[src/verilog/mpio_params.svh]
/*
  constants for the port pin block: status and drive-select offsets,
  valid-bit masks and reset values. assumes byte-wide control space.
*/
`ifndef MPIO_PARAMS_SVH
`define MPIO_PARAMS_SVH

`define MPIO_OFF_DRV_A   8'h08
`define MPIO_OFF_DRV_B   8'h09
`define MPIO_OFF_DRV_C   8'h16
`define MPIO_OFF_DRV_D   8'h17
`define MPIO_OFF_OE_A    8'h0c
`define MPIO_OFF_OE_B    8'h0d
`define MPIO_OFF_OE_C    8'h1a
`define MPIO_OFF_OE_D    8'h1b
`define MPIO_OFF_DIR_A   8'h20
`define MPIO_OFF_DIR_B   8'h21
`define MPIO_OFF_DIR_C   8'h22
`define MPIO_OFF_DIR_D   8'h23
`define MPIO_OFF_DOUT_A  8'h24
`define MPIO_OFF_DOUT_B  8'h25
`define MPIO_OFF_DOUT_C  8'h26
`define MPIO_OFF_DOUT_D  8'h27
`define MPIO_OFF_MODE_A  8'h28
`define MPIO_OFF_MODE_B  8'h29
`define MPIO_OFF_FUNC    8'h2a
`define MPIO_OFF_PIN_A   8'h2c
`define MPIO_OFF_PIN_B   8'h2d
`define MPIO_OFF_PIN_C   8'h2e
`define MPIO_OFF_PIN_D   8'h2f

`define MPIO_MASK_C      8'h9c
`define MPIO_MASK_D      8'h06
`define MPIO_DRV_RST     8'h00
`define MPIO_ZERO8       8'h00

// function-register bit positions
`define MPIO_FN_STATUS6  0
`define MPIO_FN_CLKIN    1
`define MPIO_FN_CSI      2
`define MPIO_FN_BACKUP   3

`endif

[src/verilog/mpio_pkg.sv]
/*
  types for the port pin block. assumes mpio_params.svh for numbers.
*/
package mpio_pkg;
  // output source of ports a and b
  typedef enum logic [2:0] {
    MPIO_MODE_MCU,
    MPIO_MODE_LOGIC_OUT,
    MPIO_MODE_LOGIC_IN,
    MPIO_MODE_ADDR_OUT,
    MPIO_MODE_PERIPH
  } mpio_mode_e;

  typedef logic [7:0] mpio_byte_t;

  typedef struct packed {
    mpio_byte_t drv_a, drv_b, drv_c, drv_d;
    mpio_byte_t dir_a, dir_b, dir_c, dir_d;
    mpio_byte_t dout_a, dout_b, dout_c, dout_d;
    mpio_mode_e mode_a, mode_b;
    logic [3:0] func;
    mpio_byte_t oe_a, oe_b, oe_c, oe_d;
    mpio_byte_t pad_a, pad_b, pad_c, pad_d;
    mpio_byte_t pin_a, pin_b, pin_c, pin_d;
    mpio_byte_t rdata;
    logic       standby;
    logic       omc_clk;
  } mpio_state_s;
endpackage : mpio_pkg

[src/verilog/mpio_port.sv]
/*
  port pin block: four ports with drivers, enable status registers,
  drive select, dedicated functions on ports c and d.
  assumes a byte register port with one-cycle read data, and that
  logic-array, latched address and peripheral sources arrive as inputs.
*/
`timescale 1ns/1ps
`include "mpio_params.svh"

module mpio_port (
  input  wire logic       mclk_i,
  input  wire logic       sys_rst_i,
  input  wire logic [7:0] addr_i,
  input  wire logic [7:0] wdata_i,
  input  wire logic       wr_i,
  input  wire logic       rd_i,
  output logic      [7:0] rdata_o,
  input  wire logic [7:0] logic_out_a_i,
  input  wire logic [7:0] logic_oe_a_i,
  input  wire logic [7:0] cell_ab_b_i,
  input  wire logic [7:0] cell_bc_b_i,
  input  wire logic [7:0] cell_sel_b_i,
  input  wire logic [7:0] logic_oe_b_i,
  input  wire logic [7:0] logic_out_c_i,
  input  wire logic [7:0] logic_oe_c_i,
  input  wire logic [1:0] ext_select_i,
  input  wire logic [1:0] ext_select_oe_i,
  input  wire logic [7:0] addr_latch_i,
  input  wire logic [7:0] periph_data_i,
  input  wire logic       periph_sel_i,
  input  wire logic       periph_rd_i,
  input  wire logic       flash_ready_i,
  input  wire logic       sram_on_backup_i,
  input  wire logic [7:0] pad_a_i,
  input  wire logic [7:0] pad_b_i,
  input  wire logic [7:0] pad_c_i,
  input  wire logic [7:0] pad_d_i,
  output logic      [7:0] pad_a_o,
  output logic      [7:0] pad_a_oe_n_o,
  output logic      [7:0] pad_a_alt_o,
  output logic      [7:0] pad_b_o,
  output logic      [7:0] pad_b_oe_n_o,
  output logic      [7:0] pad_b_alt_o,
  output logic      [7:0] pad_c_o,
  output logic      [7:0] pad_c_oe_n_o,
  output logic      [7:0] pad_c_alt_o,
  output logic      [7:0] pad_d_o,
  output logic      [7:0] pad_d_oe_n_o,
  output logic      [7:0] pad_d_alt_o,
  output logic      [7:0] logic_in_a_o,
  output logic      [7:0] logic_in_b_o,
  output logic      [7:0] logic_in_c_o,
  output logic      [7:0] logic_in_d_o,
  output logic            omc_clk_o,
  output logic            mem_standby_o
);

  mpio_pkg::mpio_state_s s_q;
  mpio_pkg::mpio_state_s s_d;

  // drive-select writes keep only pins that offer an alternate drive
  function automatic logic [7:0] keep_bits(input logic [7:0] v, input logic [7:0] m);
    keep_bits = v & m;
  endfunction : keep_bits

  // mode field decode; unknown codes fall back to mcu io
  function automatic mpio_pkg::mpio_mode_e to_mode(input logic [2:0] v, input logic per_ok);
    case (v)
      3'h1: to_mode = mpio_pkg::MPIO_MODE_LOGIC_OUT;
      3'h2: to_mode = mpio_pkg::MPIO_MODE_LOGIC_IN;
      3'h3: to_mode = mpio_pkg::MPIO_MODE_ADDR_OUT;
      3'h4: to_mode = per_ok ? mpio_pkg::MPIO_MODE_PERIPH : mpio_pkg::MPIO_MODE_MCU;
      default: to_mode = mpio_pkg::MPIO_MODE_MCU;
    endcase
  endfunction : to_mode

  logic [7:0] oe_a, oe_b, oe_c, oe_d;
  logic [7:0] dat_a, dat_b, dat_c, dat_d;

  // final driver enable and data per pin, from the selected source
  always_comb begin
    case (s_q.mode_a)
      mpio_pkg::MPIO_MODE_LOGIC_OUT: begin
        oe_a  = logic_oe_a_i;
        dat_a = logic_out_a_i;
      end
      mpio_pkg::MPIO_MODE_LOGIC_IN: begin
        oe_a  = `MPIO_ZERO8;
        dat_a = `MPIO_ZERO8;
      end
      mpio_pkg::MPIO_MODE_ADDR_OUT: begin
        oe_a  = 8'hff;
        dat_a = addr_latch_i;
      end
      mpio_pkg::MPIO_MODE_PERIPH: begin
        // repeater drives outward only on a selected read cycle
        oe_a  = {8{periph_sel_i & periph_rd_i}};
        dat_a = periph_data_i;
      end
      default: begin
        oe_a  = s_q.dir_a;
        dat_a = s_q.dout_a;
      end
    endcase
    case (s_q.mode_b)
      mpio_pkg::MPIO_MODE_LOGIC_OUT: begin
        oe_b  = logic_oe_b_i;
        dat_b = (cell_ab_b_i & ~cell_sel_b_i) | (cell_bc_b_i & cell_sel_b_i);
      end
      mpio_pkg::MPIO_MODE_LOGIC_IN: begin
        oe_b  = `MPIO_ZERO8;
        dat_b = `MPIO_ZERO8;
      end
      mpio_pkg::MPIO_MODE_ADDR_OUT: begin
        oe_b  = 8'hff;
        dat_b = addr_latch_i;
      end
      default: begin
        oe_b  = s_q.dir_b;
        dat_b = s_q.dout_b;
      end
    endcase
    // port c: per-pin direction or logic term, test pins never here
    oe_c  = (s_q.dir_c | logic_oe_c_i) & `MPIO_MASK_C;
    dat_c = (s_q.dout_c & ~logic_oe_c_i) | (logic_out_c_i & logic_oe_c_i);
    if (s_q.func[`MPIO_FN_STATUS6]) begin
      // pins 3 and 4 taken together as status outputs
      oe_c[3]  = 1'b1;
      oe_c[4]  = 1'b1;
      dat_c[3] = flash_ready_i;
      dat_c[4] = sram_on_backup_i;
    end
    if (s_q.func[`MPIO_FN_BACKUP]) begin
      oe_c[2] = 1'b0; // pin 2 is the battery supply input
    end
    oe_d  = (s_q.dir_d | {5'h00, ext_select_oe_i, 1'b0}) & `MPIO_MASK_D;
    dat_d = (s_q.dout_d & ~{5'h00, ext_select_oe_i, 1'b0}) | {5'h00, ext_select_i, 1'b0};
    if (s_q.func[`MPIO_FN_CLKIN]) begin
      oe_d[1] = 1'b0;
    end
    if (s_q.func[`MPIO_FN_CSI]) begin
      oe_d[2] = 1'b0;
    end
  end

  // register writes, reads and pin staging in one next-state block
  always_comb begin
    s_d = s_q;
    s_d.oe_a  = oe_a;
    s_d.oe_b  = oe_b;
    s_d.oe_c  = oe_c;
    s_d.oe_d  = oe_d;
    s_d.pad_a = dat_a;
    s_d.pad_b = dat_b;
    s_d.pad_c = dat_c;
    s_d.pad_d = dat_d;
    // inputs of pins in output mode still show the pad level
    s_d.pin_a = pad_a_i;
    s_d.pin_b = pad_b_i;
    s_d.pin_c = pad_c_i & `MPIO_MASK_C;
    s_d.pin_d = pad_d_i & `MPIO_MASK_D;
    s_d.omc_clk = s_q.func[`MPIO_FN_CLKIN] & pad_d_i[1];
    s_d.standby = s_q.func[`MPIO_FN_CSI] & pad_d_i[2];
    if (wr_i) begin
      case (addr_i)
        `MPIO_OFF_DRV_A:  s_d.drv_a = wdata_i;
        `MPIO_OFF_DRV_B:  s_d.drv_b = wdata_i;
        `MPIO_OFF_DRV_C:  s_d.drv_c = keep_bits(wdata_i, `MPIO_MASK_C);
        `MPIO_OFF_DRV_D:  s_d.drv_d = keep_bits(wdata_i, `MPIO_MASK_D);
        `MPIO_OFF_DIR_A:  s_d.dir_a = wdata_i;
        `MPIO_OFF_DIR_B:  s_d.dir_b = wdata_i;
        `MPIO_OFF_DIR_C:  s_d.dir_c = keep_bits(wdata_i, `MPIO_MASK_C);
        `MPIO_OFF_DIR_D:  s_d.dir_d = keep_bits(wdata_i, `MPIO_MASK_D);
        `MPIO_OFF_DOUT_A: s_d.dout_a = wdata_i;
        `MPIO_OFF_DOUT_B: s_d.dout_b = wdata_i;
        `MPIO_OFF_DOUT_C: s_d.dout_c = keep_bits(wdata_i, `MPIO_MASK_C);
        `MPIO_OFF_DOUT_D: s_d.dout_d = keep_bits(wdata_i, `MPIO_MASK_D);
        `MPIO_OFF_MODE_A: s_d.mode_a = to_mode(wdata_i[2:0], 1'b1);
        `MPIO_OFF_MODE_B: s_d.mode_b = to_mode(wdata_i[2:0], 1'b0);
        `MPIO_OFF_FUNC:   s_d.func = wdata_i[3:0];
        default: ; // status registers ignore writes
      endcase
    end
    s_d.rdata = `MPIO_ZERO8;
    if (rd_i) begin
      case (addr_i)
        `MPIO_OFF_OE_A:   s_d.rdata = s_q.oe_a;
        `MPIO_OFF_OE_B:   s_d.rdata = s_q.oe_b;
        `MPIO_OFF_OE_C:   s_d.rdata = s_q.oe_c & `MPIO_MASK_C;
        `MPIO_OFF_OE_D:   s_d.rdata = s_q.oe_d & `MPIO_MASK_D;
        `MPIO_OFF_DRV_A:  s_d.rdata = s_q.drv_a;
        `MPIO_OFF_DRV_B:  s_d.rdata = s_q.drv_b;
        `MPIO_OFF_DRV_C:  s_d.rdata = s_q.drv_c;
        `MPIO_OFF_DRV_D:  s_d.rdata = s_q.drv_d;
        `MPIO_OFF_DIR_A:  s_d.rdata = s_q.dir_a;
        `MPIO_OFF_DIR_B:  s_d.rdata = s_q.dir_b;
        `MPIO_OFF_DIR_C:  s_d.rdata = s_q.dir_c;
        `MPIO_OFF_DIR_D:  s_d.rdata = s_q.dir_d;
        `MPIO_OFF_DOUT_A: s_d.rdata = s_q.dout_a;
        `MPIO_OFF_DOUT_B: s_d.rdata = s_q.dout_b;
        `MPIO_OFF_DOUT_C: s_d.rdata = s_q.dout_c;
        `MPIO_OFF_DOUT_D: s_d.rdata = s_q.dout_d;
        `MPIO_OFF_MODE_A: s_d.rdata = {5'h00, s_q.mode_a};
        `MPIO_OFF_MODE_B: s_d.rdata = {5'h00, s_q.mode_b};
        `MPIO_OFF_FUNC:   s_d.rdata = {4'h0, s_q.func};
        `MPIO_OFF_PIN_A:  s_d.rdata = s_q.pin_a;
        `MPIO_OFF_PIN_B:  s_d.rdata = s_q.pin_b;
        `MPIO_OFF_PIN_C:  s_d.rdata = s_q.pin_c;
        `MPIO_OFF_PIN_D:  s_d.rdata = s_q.pin_d;
        default:          s_d.rdata = `MPIO_ZERO8;
      endcase
    end
  end

  // single state register; everything returns to push-pull inputs
  always_ff @(posedge mclk_i) begin
    if (sys_rst_i) begin
      s_q <= '0;
      s_q.drv_a <= `MPIO_DRV_RST;
      s_q.drv_b <= `MPIO_DRV_RST;
      s_q.drv_c <= `MPIO_DRV_RST;
      s_q.drv_d <= `MPIO_DRV_RST;
      s_q.mode_a <= mpio_pkg::MPIO_MODE_MCU;
      s_q.mode_b <= mpio_pkg::MPIO_MODE_MCU;
    end else begin
      s_q <= s_d;
    end
  end

  // outputs straight from the state register; enables are active low
  assign rdata_o       = s_q.rdata;
  assign pad_a_o       = s_q.pad_a;
  assign pad_b_o       = s_q.pad_b;
  assign pad_c_o       = s_q.pad_c;
  assign pad_d_o       = s_q.pad_d;
  assign pad_a_oe_n_o  = ~s_q.oe_a;
  assign pad_b_oe_n_o  = ~s_q.oe_b;
  assign pad_c_oe_n_o  = ~s_q.oe_c;
  assign pad_d_oe_n_o  = ~s_q.oe_d;
  assign pad_a_alt_o   = s_q.drv_a;
  assign pad_b_alt_o   = s_q.drv_b;
  assign pad_c_alt_o   = s_q.drv_c;
  assign pad_d_alt_o   = s_q.drv_d;
  assign logic_in_a_o  = s_q.pin_a;
  assign logic_in_b_o  = s_q.pin_b;
  assign logic_in_c_o  = s_q.pin_c;
  assign logic_in_d_o  = s_q.pin_d;
  assign omc_clk_o     = s_q.omc_clk;
  assign mem_standby_o = s_q.standby;
endmodule : mpio_port

[config.mk]
export PLATFORM = sky130hd
export DESIGN_NAME = mpio_port
export DESIGN_NICKNAME = d
export VERILOG_FILES = /design/src/verilog/mpio_pkg.sv /design/src/verilog/mpio_port.sv
export VERILOG_INCLUDE_DIRS = /design/src /design/src/verilog
export SDC_FILE = /design/constraint.sdc
export NUM_CORES = 1
export LEC_CHECK = 0
export BUFFER_PORTS_ARGS = -buffer_cell sky130_fd_sc_hd__buf_4
export CAP_MARGIN = 20
export CORE_ASPECT_RATIO = 1.25
export CORE_MARGIN = 2
export CORE_UTILIZATION = 35
export DETAILED_ROUTE_END_ITERATION = 10
export PLACE_DENSITY_LB_ADDON = 0.1
export SYNTH_ARGS = -nofsm -noshare
export SYNTH_HDL_FRONTEND = slang
export SYNTH_SLANG_ARGS = --single-unit
[constraint.sdc]
create_clock -name mclk_i -period 2 [get_ports mclk_i]
set_input_delay 0.6 -clock mclk_i [delete_from_list [all_inputs] [get_ports mclk_i]]
set_output_delay 0.6 -clock mclk_i [all_outputs]
set_load 0.005 [all_outputs]
==> results by group <==
Critical path
  – CP endpoint kind: flop
  – Largest fanout on the critical path: 7
  – CP required: 2310 ps
  – CP startpoint kind: primary input
  – FF-to-FF setup slack: 200 ps
  – FF-to-FF path depth: 5
  – Worst reg2reg endpoint: rdata_o[2]
  – Worst Path Arrival: 2230 ps
  – Class of the most critical setup path: in2reg
  – Reg2reg start: s_q[115]

Final layout
  – Fillers: 2316
  – Nets: 1333
  – Post-route cell area: 10400 um2
  – Share of layout cells above drive strength 1: 31.1%
  – Area Growth Syn to Fin: 30.9%
  – Ant diodes: 0

Placed design
  – Final GP Congestion: 0.862
  – Post-placement worst setup slack: -365 ps
  – Area after DPL: 9820 um2
  – IO Port Bufs: 231
  – HPWL after detailed placement: 21.8 mm

STA
  – Highest Clock Rate: 519 MHz
  – Final period utilization: 96.3%
  – Hold Fails Final Rpt: 0
  – Final setup vio count: 0
  – Max_slew headroom: 57.8%
  – RSZ-0062 raised after global routing: no
  – Min Tclk post-route: 1930 ps
  – Final Max Slew Viols: 0
  – Clk_skew: 9.28 ps
  – Setup WS post-layout: 74.5 ps
  – WHS: 375 ps
  – Worst slew pin tran: 634 ps

Clocking
  – Clk pin slew, worst setup/hold paths: 60 ps
  – H-tree depth: 4
  – CTS tree: built
  – Post-CTS setup buffer count: 0
  – Worst-skew pair later-pin latency: 430 ps
  – Post-cts gate resize count: 0
  – Clock buffer depth: 2
  – TritonCTS Sinks: 155
  – Post-CTS Hold Buffers: 0
  – Clock buffer count from CTS: 17
  – CTS root buf: clkbuf_16

Logic synthesis
  – Synth Area per Inst: 8.02 um2
  – Most frequent cell after synthesis: dfxtp_1
  – Ranking of synthesized cells by area: dfxtp_1, buf_4, mux2i_1, a21oi_1, nand2_1
  – Post-synth top area cell: dfxtp_1
  – Synthesis-stage register bit count: 155
  – Syn Inst Count: 992
  – Ys flop type: dfxtp_1
  – Yosys top cell area share: 39.0%
  – Fraction of registers with async set/reset: 0%
  – Seq/Total Area, Yosys: 39.0%
  – Warnings, synthesis: 0
  – Mapped cell area: 7960 um2
  – Post-synth cell types: 56
  – Top cells by count, synth: dfxtp_1, buf_4, nand2_1
  – Post-synth EDFFs: 0

Worst hold path
  – Min-Delay Startpoint: ext_select_i[0]
  – Worst Hold Path EP: pad_d_o[1]
  – Hold depth: 3
  – HP Class: in2reg

Outcome
  – Status: completed

Global route
  – Initial antenna violation count: 1
  – Total gr overflow: 0
  – GRT Total Usage: 23.1%
  – Largest net degree at the start of global routing: 115
  – First-pass GRT wire length: 42.9 mm
  – Vias in the first global route: 7311

Drt
  – Detailed-route via count: 7589
  – 1st-pass router iterations: 5
  – Starting DRC count in detailed routing: 464
  – DRC viols: 0
  – Routed Antenna Nets: 0
  – Wire length per cell: 19.0 um
  – Vias per inst: 5.10
  – Drt total wl: 28.3 mm

Floorplan
  – Core Region: 22300 um2
  – Num ports: 278
  – Die Span Y: 173 um
  – Initial Util: 35.7%
  – DIE AREA: 24000 um2
  – Chip Width: 139 um
  – Row Count: 61

Power and ir drop
  – Peak supply drop: 586 uV
  – P per Cell Area: 691 nW/um2
  – Static Leak: 4.37 nW

Flow run
  – Max Cap Viol: 0
## how the worst max path moves through the flow
stage,startpoint,endpoint
final,addr_i[4],rdata_o[6]
after global routing,addr_i[4],s_q[141]
after CTS,addr_i[4],s_q[143]
after detailed placement,addr_i[4],rdata_o[6]
after global placement,addr_i[4],rdata_o[2]
after floorplan,addr_i[5],s_q[179]
## through the flow
step                      total power [mW]  std cells  util [%]  setup TNS (ps)
after CTS                             7.25       1487      46.7               0
after detailed placement              3.94       1457      44.1          -15080
final                                 7.19       1487      46.7               0
after global routing                  7.42       1487      46.7               0
after floorplan                       3.57       1026         -            -440
after global placement                3.94       1457      44.1          -14060
## logic make-up after synthesis
| logic type | Yosys count | share of synthesized area, % |
|---|---|---|
| DFF | 155 | 39.0 |
| muxes | 50 | 6.34 |
| AOI/OAI and AO/OA | 229 | 17.6 |
| and+or+nand+nor | 345 | 21.2 |
| xor gates and xnor gates | 1 | 0.110 |
| other | 2 | 0.0944 |
| buffers and inverters | 210 | 15.6 |
## registers in the layout, indices dropped and copies added, names as in the netlist
register       cells
mem_standby_o      1
logic_in_d_o       2
pad_b_alt_o        8
pad_c_o            8
pad_a_alt_o        8
pad_d_o            2
rdata_o            8
pad_a_o            8
pad_c_alt_o        4
logic_in_a_o       8
omc_clk_o          1
s_q               75
pad_d_alt_o        2
pad_b_o            8
logic_in_c_o       4
logic_in_b_o       8
## worst max-delay path, stage by stage
cell and delay (ps):
buf_4 140, nor4_4 360, buf_4 210, and2_1 320, a22o_1 200, a211oi_1 40
a2111oi_0 360
## routing by layer
layer  global-route usage [%]  wire [um]
met1                     30.5      12400
met2                     37.4      13200
met3                     4.71       1760
met4                     8.54        838
met5                        0          0
## layout by cell type (no fill, tap or decap), types with 4 or more instances in the layout
master,instances
nor3b_1,5
a21oi_1,92
a22oi_1,9
nand2b_1,17
clkbuf_16,17
nor3_1,19
a211oi_1,26
nand3_1,53
conb_1,36
nor2_1,88
mux2i_1,47
buf_4,329
o21ai_0,49
inv_1,26
nand2_1,98
a221oi_1,8
o2bb2ai_1,5
o221ai_1,4
nand4_1,5
a22o_1,7
nor2b_1,31
dfxtp_1,155
a31oi_1,10
and2_1,7
## final cells by class
type	instances	area, um2	area share [%]
Tap cell	283	354	3.40
Clock buffer	20	447	4.29
Clock inverter	10	144	1.38
Multi-Input combinational cell	661	3740	35.9
Inverter	26	97.6	0.937
Sequential cell	155	3100	29.8
Timing Repair Buffer	332	2530	24.3
## power by group
group          switching [mW]  internal [mW]
Clock                    1.33           1.99
Sequential             0.0351           3.13
Combinational           0.353          0.360
(Power assumes the default switching activity.)
